[src/pkg/ssbm_pkg.sv]
// Constants, types and address functions for the sub-CPU buffer memory mapper
package ssbm_pkg;

   // Sub-CPU address map boundaries
   localparam logic [15:0] ADDR_DEAD_LO  = 16'hffc0;
   localparam logic [15:0] ADDR_CS_HI    = 16'hffdf;
   localparam logic [15:0] ADDR_REG_LO   = 16'hff00;
   localparam logic [15:0] ADDR_SEG_LO   = 16'he000;
   localparam logic [15:0] ADDR_PAGE2_LO = 16'hd000;
   localparam logic [15:0] ADDR_FAST_LO  = 16'hc000;

   // Register offsets
   localparam logic [15:0] OFF_PAGE1_HIGH = 16'hff18;
   localparam logic [15:0] OFF_PAGE1_LOW  = 16'hff19;
   localparam logic [15:0] OFF_PAGE2_HIGH = 16'hff1a;
   localparam logic [15:0] OFF_PAGE2_LOW  = 16'hff1b;
   localparam logic [15:0] OFF_SEG_LOW8   = 16'hff1c;
   localparam logic [15:0] OFF_SEG_HIGH4  = 16'hff1d;
   localparam logic [15:0] OFF_DRAM_SETUP = 16'hff6a;

   // Implemented bits of each register
   localparam logic [7:0] MASK_PAGE1_LOW  = 8'hfc;
   localparam logic [7:0] MASK_PAGE2_LOW  = 8'hf4;
   localparam logic [7:0] MASK_SEG_HIGH4  = 8'h0f;
   localparam logic [7:0] MASK_DRAM_SETUP = 8'h1f;
   localparam logic [7:0] RESET_BYTE      = 8'h00;
   localparam logic [7:0] READ_ZERO       = 8'h00;

   // DRAM setup field positions
   localparam int CFG_REFRESH_BIT = 4;
   localparam int CFG_RAS_BIT     = 3;
   localparam int CFG_ORG_X4_BIT  = 2;
   localparam int CFG_ORG_4M_BIT  = 1;
   localparam int CFG_HYPER_BIT   = 0;

   // Timing counts in system clocks
   localparam logic [8:0] REFRESH_SHORT_CYC = 9'h100;
   localparam logic [8:0] REFRESH_LONG_CYC  = 9'h1ff;
   localparam logic [8:0] COUNT_ONE         = 9'h001;
   localparam logic [1:0] RAS_SHORT_CYC     = 2'h2;
   localparam logic [1:0] RAS_LONG_CYC      = 2'h3;
   localparam logic [1:0] STRAP_WAIT_CYC    = 2'h3;

   // Segment size in bytes
   localparam logic [23:0] SEG_BYTES = 24'h000a00;

   typedef enum logic [2:0] {
      RGN_PAGE1 = 3'h0,
      RGN_PAGE2 = 3'h1,
      RGN_SEG   = 3'h2,
      RGN_REG   = 3'h3,
      RGN_DEAD  = 3'h4
   } ssbm_region_t;

   // Gray sequence along idle, address, strobe, done
   typedef enum logic [1:0] {
      CYC_IDLE   = 2'b00,
      CYC_ADDR   = 2'b01,
      CYC_STROBE = 2'b11,
      CYC_DONE   = 2'b10
   } ssbm_cycle_t;

   function automatic ssbm_region_t decode_region(input logic [15:0] a);
      if (a >= ADDR_DEAD_LO)
         decode_region = RGN_DEAD;
      else if (a >= ADDR_REG_LO)
         decode_region = RGN_REG;
      else if (a >= ADDR_SEG_LO)
         decode_region = RGN_SEG;
      else if (a >= ADDR_PAGE2_LO)
         decode_region = RGN_PAGE2;
      else
         decode_region = RGN_PAGE1;
   endfunction : decode_region

   // Buffer address of a sub-CPU address
   function automatic logic [23:0] map_addr(input logic [15:0] a,
                                            input logic [15:0] p1,
                                            input logic [15:0] p2,
                                            input logic [11:0] seg);
      logic [13:0] hi;
      hi = 14'h0000;
      case (decode_region(a))
         RGN_PAGE1: begin
            hi = p1[15:2] + {8'h00, a[15:10]};
            map_addr = {hi, a[9:0]};
         end
         RGN_PAGE2: begin
            hi = p2[15:2] + {12'h000, a[11:10]};
            map_addr = {hi, a[9:0]};
         end
         RGN_SEG: begin
            // No upper limit: three whole segments always follow the base
            map_addr = {12'h000, seg} * SEG_BYTES + {11'h000, a[12:0]};
         end
         default: begin
            map_addr = {16'h0000, a[7:0]};
         end
      endcase
   endfunction : map_addr

endpackage : ssbm_pkg

[src/verilog/ssbm_pin_sync.sv]
// Two-flop synchroniser with edge detection for asynchronous pins
`timescale 1ns/1ns
module ssbm_pin_sync #(
   parameter int W = 1
) (
   // Clock and reset
   input  wire logic         clk,
   input  wire logic         srst,
   // Raw pins
   input  wire logic [W-1:0] d,
   // Synchronised level and edges
   output logic      [W-1:0] q,
   output logic      [W-1:0] rise,
   output logic      [W-1:0] fall
);

   logic [W-1:0] meta_reg;
   logic [W-1:0] sync_reg;
   logic [W-1:0] prev_reg;

   // Edges look only at the second and third stages
   always_ff @(posedge clk) begin
      if (srst) begin
         meta_reg <= '0;
         sync_reg <= '0;
         prev_reg <= '0;
      end else begin
         meta_reg <= d;
         sync_reg <= meta_reg;
         prev_reg <= sync_reg;
      end
   end

   assign q    = sync_reg;
   assign rise = sync_reg & ~prev_reg;
   assign fall = ~sync_reg & prev_reg;

endmodule : ssbm_pin_sync

[src/verilog/ssbm_mapper.sv]
// Sub-CPU external data space mapper, register file and DRAM setup
// What this block does
// - Dead zone FFC0-FFFF starts no DRAM access and keeps data output disabled.
// - Generic host mode drives chip-select pin low for FFC0-FFDF accesses.
// - Reads in register region return page and segment registers, zero for other offsets (DRAM setup included), never DRAM data.
// - Register writes update registers; with debug set they also go to DRAM.
// - Register region DRAM address is zero above bit 7, low byte passed.
// - Segment window address is base times 2560 plus low thirteen bits.
// - Segment window spans three whole segments plus 256 bytes with no upper limit check.
// - Page two address adds offset bits 15..2 to address bits 11..10.
// - Page one address adds offset bits 15..2 to address bits 15..10.
// - Page offsets move in 1024-byte steps (page two has no 2048-byte bit) and pages may overlap.
// - Fast mode makes the lowest 48 kbytes of page one inaccessible.
// - Page two is mapped and accessible in every access mode.
// - Refresh every 256 clocks when bit clear, 511 when set.
// - RAS low minimum is 2 clocks when bit set, 3 when clear.
// - Organisation bits select 1 Mbit x4, 4 Mbit x4 or any x8.
// - Page mode bit selects fast-page when clear, hyper-page when set.
// - Fast mode starts RAM cycle at address strobe fall, none below C000.
// - Slow mode starts RAM cycle at read/write fall, only with store enable high.
`timescale 1ns/1ns
module ssbm_mapper (
   // Clock and reset
   input  wire logic        clk,
   input  wire logic        srst,
   // Sub-CPU multiplexed bus pins
   input  wire logic [7:0]  external_data_bus_in,
   output logic      [7:0]  external_data_bus_out,
   output logic             external_data_bus_oe,
   input  wire logic [7:0]  addr_high,
   input  wire logic        ale,
   input  wire logic        rd_n,
   input  wire logic        wr_n,
   input  wire logic        program_store_enable_n,
   output logic             dead_zone_chip_select_pin_n,
   // Mode levels from on-chip control logic
   input  wire logic        generic_mode,
   input  wire logic        fast_access_mode,
   input  wire logic        debug_write_en,
   // Strap result
   output logic             mcu_bus_mode,
   // DRAM cycle engine request
   output logic             dram_req,
   output logic             dram_we,
   output logic      [23:0] dram_addr,
   output logic      [7:0]  dram_wdata,
   input  wire logic        dram_ack,
   input  wire logic [7:0]  dram_rdata,
   // DRAM interface setup
   output logic             refresh_req,
   output logic      [1:0]  ras_min_low_cycles,
   output logic             org_x4,
   output logic             org_4mbit,
   output logic             hyper_page_mode
);

   logic [3:0]  strobe_q;
   logic [3:0]  strobe_rise;
   logic [3:0]  strobe_fall;
   logic [15:0] bus_q;

   logic [15:0] addr_reg;
   logic [7:0]  page1_high_reg;
   logic [7:0]  page1_low_reg;
   logic [7:0]  page2_high_reg;
   logic [7:0]  page2_low_reg;
   logic [7:0]  seg_low8_reg;
   logic [7:0]  seg_high4_reg;
   logic [7:0]  dram_setup_reg;
   logic [7:0]  rd_data_reg;
   logic        oe_reg;
   logic        cs_n_reg;
   logic        read_pending_reg;
   logic [8:0]  refresh_cnt_reg;
   logic [1:0]  strap_cnt_reg;
   logic        strap_done_reg;
   logic        mcu_bus_mode_reg;
   logic        dram_req_reg;
   logic        dram_we_reg;
   logic [23:0] dram_addr_reg;
   logic [7:0]  dram_wdata_reg;

   ssbm_pkg::ssbm_cycle_t  cyc_reg;
   ssbm_pkg::ssbm_cycle_t  cyc_next;
   ssbm_pkg::ssbm_region_t rgn;

   logic        ale_fall;
   logic        rd_fall;
   logic        rd_rise;
   logic        wr_fall;
   logic        wr_rise;
   logic        store_enable_high;
   logic [15:0] cur_addr;
   logic [23:0] cur_map;
   logic [15:0] page1_base;
   logic [15:0] page2_base;
   logic [11:0] seg_base;
   logic        rd_take;
   logic        wr_take;

   // Address may sit in the reset range of the RAM; RAM-backed page one below C000 is not accessible in fast mode
   function automatic logic dram_area(input logic [15:0] a, input logic fast);
      ssbm_pkg::ssbm_region_t r;
      r = ssbm_pkg::decode_region(a);
      dram_area = (r == ssbm_pkg::RGN_PAGE1 || r == ssbm_pkg::RGN_PAGE2 || r == ssbm_pkg::RGN_SEG)
                  && (!fast || a >= ssbm_pkg::ADDR_FAST_LO);
   endfunction : dram_area

   ssbm_pin_sync #(
      .W (4)
   ) u_strobe_sync (
      .clk  (clk),
      .srst (srst),
      .d    ({ale, rd_n, wr_n, program_store_enable_n}),
      .q    (strobe_q),
      .rise (strobe_rise),
      .fall (strobe_fall)
   );

   // Bus is sampled well after it settles, so per-bit skew does not matter
   ssbm_pin_sync #(
      .W (16)
   ) u_bus_sync (
      .clk  (clk),
      .srst (srst),
      .d    ({addr_high, external_data_bus_in}),
      .q    (bus_q),
      .rise (),
      .fall ()
   );

   assign ale_fall          = strobe_fall[3];
   assign rd_fall           = strobe_fall[2];
   assign rd_rise           = strobe_rise[2];
   assign wr_fall           = strobe_fall[1];
   assign wr_rise           = strobe_rise[1];
   assign store_enable_high = strobe_q[0];

   assign page1_base = {page1_high_reg, page1_low_reg};
   assign page2_base = {page2_high_reg, page2_low_reg};
   assign seg_base   = {seg_high4_reg[3:0], seg_low8_reg};

   // Fast mode needs the address in the very cycle of the latch edge
   assign cur_addr = ale_fall ? bus_q : addr_reg;
   assign cur_map  = ssbm_pkg::map_addr(cur_addr, page1_base, page2_base, seg_base);
   assign rgn      = ssbm_pkg::decode_region(addr_reg);

   assign rd_take = rd_fall && cyc_reg == ssbm_pkg::CYC_ADDR;
   assign wr_take = wr_fall && cyc_reg == ssbm_pkg::CYC_ADDR;

   // Bus cycle tracking
   always_comb begin
      cyc_next = cyc_reg;
      case (cyc_reg)
         ssbm_pkg::CYC_IDLE: begin
            if (ale_fall)
               cyc_next = ssbm_pkg::CYC_ADDR;
         end
         ssbm_pkg::CYC_ADDR: begin
            if (ale_fall)
               cyc_next = ssbm_pkg::CYC_ADDR;
            else if (rd_fall || wr_fall)
               cyc_next = ssbm_pkg::CYC_STROBE;
         end
         ssbm_pkg::CYC_STROBE: begin
            if (rd_rise || wr_rise)
               cyc_next = ssbm_pkg::CYC_DONE;
         end
         ssbm_pkg::CYC_DONE: begin
            cyc_next = ale_fall ? ssbm_pkg::CYC_ADDR : ssbm_pkg::CYC_IDLE;
         end
         default: begin
            cyc_next = ssbm_pkg::CYC_IDLE;
         end
      endcase
   end

   always_ff @(posedge clk) begin
      if (srst)
         cyc_reg <= ssbm_pkg::CYC_IDLE;
      else
         cyc_reg <= cyc_next;
   end

   always_ff @(posedge clk) begin
      if (srst)
         addr_reg <= 16'h0000;
      else if (ale_fall)
         addr_reg <= bus_q;
   end

   // Register writes
   always_ff @(posedge clk) begin
      if (srst) begin
         page1_high_reg <= ssbm_pkg::RESET_BYTE;
         page1_low_reg  <= ssbm_pkg::RESET_BYTE;
         page2_high_reg <= ssbm_pkg::RESET_BYTE;
         page2_low_reg  <= ssbm_pkg::RESET_BYTE;
         seg_low8_reg   <= ssbm_pkg::RESET_BYTE;
         seg_high4_reg  <= ssbm_pkg::RESET_BYTE;
         dram_setup_reg <= ssbm_pkg::RESET_BYTE;
      end else if (wr_take && rgn == ssbm_pkg::RGN_REG) begin
         case (addr_reg)
            ssbm_pkg::OFF_PAGE1_HIGH: page1_high_reg <= bus_q[7:0];
            ssbm_pkg::OFF_PAGE1_LOW:  page1_low_reg  <= bus_q[7:0] & ssbm_pkg::MASK_PAGE1_LOW;
            ssbm_pkg::OFF_PAGE2_HIGH: page2_high_reg <= bus_q[7:0];
            ssbm_pkg::OFF_PAGE2_LOW:  page2_low_reg  <= bus_q[7:0] & ssbm_pkg::MASK_PAGE2_LOW;
            ssbm_pkg::OFF_SEG_LOW8:   seg_low8_reg   <= bus_q[7:0];
            ssbm_pkg::OFF_SEG_HIGH4:  seg_high4_reg  <= bus_q[7:0] & ssbm_pkg::MASK_SEG_HIGH4;
            ssbm_pkg::OFF_DRAM_SETUP: dram_setup_reg <= bus_q[7:0] & ssbm_pkg::MASK_DRAM_SETUP;
            default: begin
            end
         endcase
      end
   end

   // DRAM requests
   always_ff @(posedge clk) begin
      if (srst) begin
         dram_req_reg   <= 1'b0;
         dram_we_reg    <= 1'b0;
         dram_addr_reg  <= 24'h000000;
         dram_wdata_reg <= 8'h00;
      end else begin
         dram_req_reg <= 1'b0;
         if (wr_take && store_enable_high &&
             (dram_area(addr_reg, fast_access_mode) ||
              (rgn == ssbm_pkg::RGN_REG && debug_write_en))) begin
            dram_req_reg   <= 1'b1;
            dram_we_reg    <= 1'b1;
            dram_addr_reg  <= cur_map;
            dram_wdata_reg <= bus_q[7:0];
         end else if (ale_fall && fast_access_mode && dram_area(bus_q, 1'b1)) begin
            // Opened before the direction is known; it aborts other buffer traffic
            dram_req_reg  <= 1'b1;
            dram_we_reg   <= 1'b0;
            dram_addr_reg <= cur_map;
         end else if (rd_take && !fast_access_mode && store_enable_high &&
                      dram_area(addr_reg, 1'b0)) begin
            dram_req_reg  <= 1'b1;
            dram_we_reg   <= 1'b0;
            dram_addr_reg <= cur_map;
         end
      end
   end

   // Read data path
   always_ff @(posedge clk) begin
      if (srst) begin
         read_pending_reg <= 1'b0;
         rd_data_reg      <= 8'h00;
      end else begin
         if (dram_req_reg && !dram_we_reg)
            read_pending_reg <= 1'b1;
         else if (dram_ack)
            read_pending_reg <= 1'b0;
         if (rd_take && rgn == ssbm_pkg::RGN_REG) begin
            case (addr_reg)
               ssbm_pkg::OFF_PAGE1_HIGH: rd_data_reg <= page1_high_reg;
               ssbm_pkg::OFF_PAGE1_LOW:  rd_data_reg <= page1_low_reg;
               ssbm_pkg::OFF_PAGE2_HIGH: rd_data_reg <= page2_high_reg;
               ssbm_pkg::OFF_PAGE2_LOW:  rd_data_reg <= page2_low_reg;
               ssbm_pkg::OFF_SEG_LOW8:   rd_data_reg <= seg_low8_reg;
               ssbm_pkg::OFF_SEG_HIGH4:  rd_data_reg <= seg_high4_reg;
               default:                  rd_data_reg <= ssbm_pkg::READ_ZERO;
            endcase
         end else if (read_pending_reg && dram_ack && rgn != ssbm_pkg::RGN_REG) begin
            rd_data_reg <= dram_rdata;
         end
      end
   end

   // Output enable and dead-zone chip select
   always_ff @(posedge clk) begin
      if (srst) begin
         oe_reg   <= 1'b0;
         cs_n_reg <= 1'b1;
      end else begin
         if (rd_take)
            oe_reg <= rgn == ssbm_pkg::RGN_REG || dram_area(addr_reg, fast_access_mode);
         else if (rd_rise || ale_fall)
            oe_reg <= 1'b0;
         cs_n_reg <= !(generic_mode && cyc_next == ssbm_pkg::CYC_STROBE &&
                       addr_reg >= ssbm_pkg::ADDR_DEAD_LO && addr_reg <= ssbm_pkg::ADDR_CS_HI);
      end
   end

   // Refresh pacing
   always_ff @(posedge clk) begin
      if (srst) begin
         refresh_cnt_reg <= ssbm_pkg::REFRESH_SHORT_CYC - ssbm_pkg::COUNT_ONE;
         refresh_req     <= 1'b0;
      end else if (refresh_cnt_reg == 9'h000) begin
         refresh_req     <= 1'b1;
         refresh_cnt_reg <= (dram_setup_reg[ssbm_pkg::CFG_REFRESH_BIT] ? ssbm_pkg::REFRESH_LONG_CYC
                             : ssbm_pkg::REFRESH_SHORT_CYC) - ssbm_pkg::COUNT_ONE;
      end else begin
         refresh_req     <= 1'b0;
         refresh_cnt_reg <= refresh_cnt_reg - ssbm_pkg::COUNT_ONE;
      end
   end

   // Strap sampled once the synchroniser holds real pin values
   always_ff @(posedge clk) begin
      if (srst) begin
         strap_cnt_reg    <= 2'h0;
         strap_done_reg   <= 1'b0;
         mcu_bus_mode_reg <= 1'b0;
      end else if (!strap_done_reg) begin
         if (strap_cnt_reg == ssbm_pkg::STRAP_WAIT_CYC) begin
            strap_done_reg   <= 1'b1;
            mcu_bus_mode_reg <= bus_q[7:0] == 8'h00;
         end else begin
            strap_cnt_reg <= strap_cnt_reg + 2'h1;
         end
      end
   end

   assign external_data_bus_out       = rd_data_reg;
   assign external_data_bus_oe        = oe_reg;
   assign dead_zone_chip_select_pin_n = cs_n_reg;
   assign mcu_bus_mode                = mcu_bus_mode_reg;
   assign dram_req                    = dram_req_reg;
   assign dram_we                     = dram_we_reg;
   assign dram_addr                   = dram_addr_reg;
   assign dram_wdata                  = dram_wdata_reg;
   assign ras_min_low_cycles = dram_setup_reg[ssbm_pkg::CFG_RAS_BIT] ? ssbm_pkg::RAS_SHORT_CYC
                               : ssbm_pkg::RAS_LONG_CYC;
   assign org_x4          = dram_setup_reg[ssbm_pkg::CFG_ORG_X4_BIT];
   assign org_4mbit       = dram_setup_reg[ssbm_pkg::CFG_ORG_X4_BIT] &
                            dram_setup_reg[ssbm_pkg::CFG_ORG_4M_BIT];
   assign hyper_page_mode = dram_setup_reg[ssbm_pkg::CFG_HYPER_BIT];

endmodule : ssbm_mapper

[config.mk]
export PLATFORM = sky130hd
export DESIGN_NAME = ssbm_mapper
export DESIGN_NICKNAME = d
export VERILOG_FILES = /design/src/pkg/ssbm_pkg.sv /design/src/verilog/ssbm_pin_sync.sv /design/src/verilog/ssbm_mapper.sv
export SDC_FILE = /design/constraint.sdc
export NUM_CORES = 1
export LEC_CHECK = 0
export BUFFER_PORTS_ARGS = -buffer_cell sky130_fd_sc_hd__buf_2
export CAP_MARGIN = 10
export CORE_MARGIN = 3
export CORE_UTILIZATION = 53
export CTS_CLUSTER_SIZE = 16
export DETAILED_ROUTE_END_ITERATION = 8
export PLACE_DENSITY = 0.76
export SYNTH_ARGS = -nofsm -noshare
export SYNTH_HDL_FRONTEND = slang
export SYNTH_SLANG_ARGS = --single-unit
[constraint.sdc]
create_clock -name clk -period 3.5 [get_ports clk]
set_clock_uncertainty 0.2 [all_clocks]
set_input_delay 0.7 -clock clk [delete_from_list [all_inputs] [get_ports clk]]
set_output_delay 0.7 -clock clk [all_outputs]
set_load 0.02 [all_outputs]
==> impl_metrics.json, run 1 <==
{
  "start_util_pct": 54.6,
  "end_kind": "flop",
  "maxCapViolCount": 0,
  "gp_congestion": 1.04,
  "min_period_over_period_pct": 95.9,
  "drc": 0,
  "status": "complete, no violations",
  "clockRootBuffer": "clkbuf_16",
  "cpMaxStageDelayCell": "nor4_1",
  "netlist.area_leader.share_pct": 40.9,
  "h-tree-depth": 4,
  "crit_type": "reg2reg",
  "antenna_found_initial": 0,
  "grt_max_degree": 47,
  "cts_tree": "built",
  "cts_sinks": 164,
  "hp-class": "reg2reg",
  "slew_viol_final": 0,
  "fillers": 1239,
  "synthesis.nets": 971,
  "seq_area_frac_synth_pct": 40.9,
  "clk_latency_ns": 0.43,
  "synth_area_sq_mm": 0.00803,
  "r2r-end": "dram_addr[19]$_SDFFE_PP0P_",
  "crit_arrival_ns": 3.50,
  "grt_use_total_pct": 25.5,
  "areaGrowthSynthToFinish_pct": 15.1,
  "synthTopCellsByArea": "dfxtp_1, mux2i_1, ha_1",
  "fin_nets": 1051,
  "async_flop_share_pct": 0,
  "slowest_delay_ns": 0.64,
  "cp_top_family": "simple AND/OR/NAND/NOR gates",
  "drt_iter0_markers": 753,
  "io_buffers": 83,
  "cp_num_buf_inv": 1,
  "r2r.worst_path.cells": 11,
  "cp.depth": 11,
  "yosysWarningCount": 0,
  "yosysTopAreaCell": "dfxtp_1",
  "max_slew.worst_pin.slew_ns": 0.789,
  "grt_pass1_wl_microns": 33200,
  "ant_nets": 0,
  "crit_path_frequent_cell": "ha_1",
  "coreArea_sq_mm": 0.0147,
  "vias": 6917,
  "wl_per_cell_microns": 17.7,
  "fmax_mhz": 298,
  "diodes": 0,
  "final_cell_mix": "dfxtp_1, nor2_1, buf_2, nand2_1, mux2i_1",
  "io_pins": 85,
  "grt_pass1_vias": 6373,
  "crit_fanout": 5,
  "dr.pass1.iters": 6,
  "start_kind": "flop",
  "hpwl_microns": 15400,
  "path_clk_slew_ns": 0.07,
  "numCtsBuffers": 17,
  "timing.rr.start": "seg_low8_reg[1]$_SDFFE_PP0P_",
  "worstPathCellList": "ha_1 -> ha_1 -> inv_1 -> fa_1 -> and2b_1 -> o21a_1 -> o221ai_1 -> nor4_1 -> a21o_1 -> nand3_1 -> a211oi_1",
  "overflow": 0,
  "die_area_sq_mm": 0.0167,
  "cts.path.max_buffers": 2,
  "largest_reg_flops": 24,
  "final_common_cell": "dfxtp_1",
  "power_density_mw_per_mm2": 424,
  "cp.required_ns": 3.64,
  "finalSetupViolCount": 0,
  "num_rows": 44,
  "die_h_microns": 129,
  "ir_drop_uv": 397,
  "via_per_inst": 5.89,
  "ctsHoldBuffers": 0,
  "p_leak_nw": 3.90,
  "maxSlewHeadroom_pct": 47.2,
  "drt_wl_total_microns": 20800,
  "dieWidth_microns": 129,
  "synth_cell_types": 77,
  "synthFlopType": "dfxtp_1",
  "reg2reg_slack_ns": 0.14,
  "drive_above_1_share_pct": 15.9,
  "finalCriticalPeriod_ns": 3.36,
  "setup_tns_ns": 0,
  "synth_edf_count": 0,
  "critPathCapture": "dram_addr[19]$_SDFFE_PP0P_",
  "final_hold_viol_count": 0,
  "syn_inst": 900,
  "startpoint": "seg_low8_reg[1]$_SDFFE_PP0P_",
  "hold_slack_ns": 0.230,
  "synth-seq-cells": 164,
  "syn_area_per_cell_sq_um": 8.92,
  "rsz0062_at_grt": "false"
}
[cell type report]
class                   count  area, sq um  share of cell area (%)
multi-input cells         669         4480                    48.5
flip-flops and latches    164         3280                    35.5
repair buffers            107          598                    6.47
clock buffers              22          444                    4.81
well taps                 184          230                    2.49
clock inverters             8          128                    1.38
inverters                  21         78.8                   0.853
[repair_timing]
action | 4_1_cts | 5_1_grt
buffers inserted | 0 | 0
setup endpoints to repair | 0 | 4
gates resized for setup | 0 | 3
[cell usage after synthesis, types with 19 or more instances]
| cell | instances |
|---|---|
| a21oi_1 | 44 |
| clkbuf_1 | 27 |
| dfxtp_1 | 164 |
| ha_1 | 34 |
| inv_1 | 21 |
| mux2i_1 | 56 |
| nand2_1 | 81 |
| nand3_1 | 23 |
| nor2_1 | 108 |
| nor2b_1 | 43 |
| nor3_1 | 20 |
| o21ai_0 | 31 |
| xnor2_1 | 25 |
| xor2_1 | 19 |
[stage by stage]
stage	cell area (sq um)	util, %	power (mW)	instances	setup WS, ns
2_1_floorplan	8030	-	2.06	900	0.222
3_3_place_gp	8660	58.9	2.11	1145	0.285
3_5_place_dp	8660	58.9	2.12	1145	0.218
4_1_cts	9230	62.8	3.95	1175	0.193
5_1_grt	9240	62.9	4.04	1175	0.00645
6_report	9240	62.9	3.92	1175	0.143
[worst min path at each step]
stage | from | end | slack (ns) | depth (start not counted)
floorplan | u_bus_sync.meta_reg[0]$_SDFF_PP0_ | u_bus_sync.q[0]$_SDFF_PP0_ | 0.21 | 1
global placement | u_bus_sync.meta_reg[5]$_SDFF_PP0_ | u_bus_sync.q[5]$_SDFF_PP0_ | 0.22 | 1
detailed placement | u_bus_sync.meta_reg[0]$_SDFF_PP0_ | u_bus_sync.q[0]$_SDFF_PP0_ | 0.22 | 1
CTS | u_bus_sync.meta_reg[3]$_SDFF_PP0_ | u_bus_sync.q[3]$_SDFF_PP0_ | 0.24 | 1
global route | u_strobe_sync.meta_reg[1]$_SDFF_PP0_ | u_strobe_sync.q[1]$_SDFF_PP0_ | 0.26 | 1
finish | u_bus_sync.meta_reg[0]$_SDFF_PP0_ | u_bus_sync.q[0]$_SDFF_PP0_ | 0.23 | 1
[report_power, final]
part	switching [mW]	total, mW	internal (mW)
clock	0.728	1.84	1.12
sequential	0.0320	1.94	1.91
combinational	0.0770	0.137	0.0604
total	0.837	3.92	3.08
[cell families after synthesis]
| group | share of synthesized area (%) |
|---|---|
| and+or+nand+nor | 21.9 |
| xor gates and xnor gates | 4.80 |
| other | 0.0467 |
| DFF | 40.9 |
| adders and majority gates | 6.05 |
| muxes | 8.24 |
| AOI/OAI and AO/OA | 14.6 |
| buffers and inverters | 3.44 |
[per-layer routing]
layer / track usage (%) / wire length [microns] / up-vias
met3: 5.73 / 1710 / 41
met5: 0 / 0 / -
met2: 38.8 / 9230 / 275
li1: - / - / 3367
met4: 8.83 / 536 / 0
met1: 35.8 / 9290 / 3234
Power figures use the tool's default switching activity.
==> inputs of run 2 (changes only) <==
- CORE_UTILIZATION: 53 -> 54
- PLACE_DENSITY: 0.76 -> 0.77
- SYNTH_HIERARCHICAL: unset -> 1
==> impl_metrics.json, run 2 <==
{
  "grt_use_total_pct": 26.1,
  "start_kind": "flop",
  "cts_tree": "built",
  "dp.cells": 1147,
  "syn_inst": 914,
  "dr.pass1.iters": 6,
  "crit_type": "reg2reg",
  "cpMaxStageDelayCell": "or4_1",
  "final_cell_mix": "dfxtp_1, nor2_1, nand2_1, buf_2, a21oi_1",
  "final_hold_viol_count": 0,
  "start_util_pct": 55.6,
  "power_density_mw_per_mm2": 419,
  "diodes": 0,
  "cts.path.max_buffers": 2,
  "vias": 6852,
  "antenna_found_initial": 0,
  "path_clk_slew_ns": 0.07,
  "synthesis.nets": 985,
  "end_kind": "flop",
  "areaGrowthSynthToFinish_pct": 14.1,
  "drive_above_1_share_pct": 17.7,
  "rsz0062_at_grt": "false",
  "cts_sinks": 164,
  "crit_arrival_ns": 3.50,
  "hpwl_microns": 15300,
  "maxCapViolCount": 0,
  "min_period_over_period_pct": 95.0,
  "grt_pass1_wl_microns": 33900,
  "finalSetupViolCount": 0,
  "fmax_mhz": 301,
  "cp.required_ns": 3.68,
  "ctsHoldBuffers": 0,
  "syn_area_per_cell_sq_um": 8.87,
  "yosysWarningCount": 6,
  "slew_viol_final": 0,
  "synth_area_sq_mm": 0.00811,
  "grt_pass1_vias": 6378,
  "drc": 0,
  "hp-class": "reg2reg",
  "finalCriticalPeriod_ns": 3.32,
  "worstPathCellList": "ha_1 -> ha_1 -> fa_1 -> a21o_1 -> a22o_1 -> o41a_1 -> xnor2_1 -> or4_1 -> a21oi_2 -> o21a_1",
  "ant_nets": 0,
  "wl_per_cell_microns": 17.8,
  "setup_tns_ns": 0,
  "num_rows": 44,
  "max_slew.worst_pin.slew_ns": 0.798,
  "h-tree-depth": 4,
  "status": "complete, no violations",
  "final_cells": 1179,
  "drt_wl_total_microns": 20900,
  "io_buffers": 83,
  "crit_fanout": 5,
  "drt_iter0_markers": 723,
  "die_h_microns": 129,
  "hold_slack_ns": 0.235,
  "numCtsBuffers": 17,
  "io_pins": 85,
  "grt_max_degree": 73,
  "maxSlewHeadroom_pct": 46.8,
  "dieWidth_microns": 129,
  "overflow": 0,
  "final_common_cell": "dfxtp_1",
  "crit_path_frequent_cell": "ha_1",
  "reg2reg_slack_ns": 0.18,
  "largest_reg_flops": 24,
  "clk_latency_ns": 0.43,
  "die_area_sq_mm": 0.0165,
  "clockRootBuffer": "clkbuf_16",
  "slowest_delay_ns": 0.55,
  "coreArea_sq_mm": 0.0146,
  "fin_nets": 1053,
  "gp_congestion": 0.968,
  "ir_drop_uv": 449,
  "p_leak_nw": 3.84,
  "fillers": 1251,
  "via_per_inst": 5.81
}
run 2: changes by cell type in the layout (fill, tap and decap cells not counted), sizes merged, moves of 6 or more:
cell    change
a211oi     +15
nand4       +7
nor4        -9
a22oi      +10
nor2b       +9
nor2        -6
mux2i      -17
o22a        -8
a222oi      -8
run 2: worst max-delay path: cells and delay by family, from the launching register on:
kind,cells,cell delay [ns]
compound gates,5,1.06
xor+xnor,1,0.19
fa+ha+maj,3,0.93
flops,1,0.34
simple gates,1,0.55
run 2: report_power, final:
group / internal [mW] / total, mW / leakage, nW / switching (mW)
Combinational: 0.0619 / 0.136 / 2.24 / 0.0742
Sequential: 1.91 / 1.94 / 1.33 / 0.0315
Clock: 1.00 / 1.81 / 0.274 / 0.807
Total: 2.97 / 3.88 / 3.84 / 0.913
run 2: what timing repair did:
action | in CTS | in global routing
setup endpoints to repair | 0 | 3
buffers inserted | 0 | 0
gates resized for setup | 0 | 5
run 2: worst paths after layout:
check / start / endpoint / cells after the start
setup / recovery: seg_low8_reg[3]$_SDFFE_PP0P_ / dram_addr[21]$_SDFFE_PP0P_ / 10
hold / removal: u_bus_sync/meta_reg[6]$_SDFF_PP0_ / u_bus_sync/q[6]$_SDFF_PP0_ / 1
setup reg to reg: seg_low8_reg[3]$_SDFFE_PP0P_ / dram_addr[21]$_SDFFE_PP0P_ / 10
hold reg to reg: u_bus_sync/meta_reg[6]$_SDFF_PP0_ / u_bus_sync/q[6]$_SDFF_PP0_ / 1
run 2: metrics by stage:
step / setup WS, ns / power [mW] / cell area [sq um] / util, %
global placement: 0.215 / 2.11 / 8660 / 59.3
finish: 0.176 / 3.88 / 9260 / 63.4
global route: 0.0168 / 4.01 / 9260 / 63.4
CTS: 0.153 / 3.92 / 9240 / 63.3
floorplan: 0.276 / 2.07 / 8110 / -
detailed placement: 0.190 / 2.11 / 8660 / 59.3
run 2: area by class of cell:
type,instances,area (sq um),area share (%)
Sequential cell,164,3280,35.5
Multi-Input combinational cell,682,4540,49.0
Inverter,12,45.0,0.487
Timing Repair Buffer,105,583,6.30
Clock buffer,18,429,4.64
Clock inverter,14,149,1.61
Tap cell,184,230,2.49
run 2: routing by layer:
layer	GRT usage, %	wire, microns	up-vias
met2	40.9	9370	267
li1	-	-	3362
met3	6.31	1870	38
met5	0	0	-
met1	35.5	9200	3185
met4	8.71	501	0
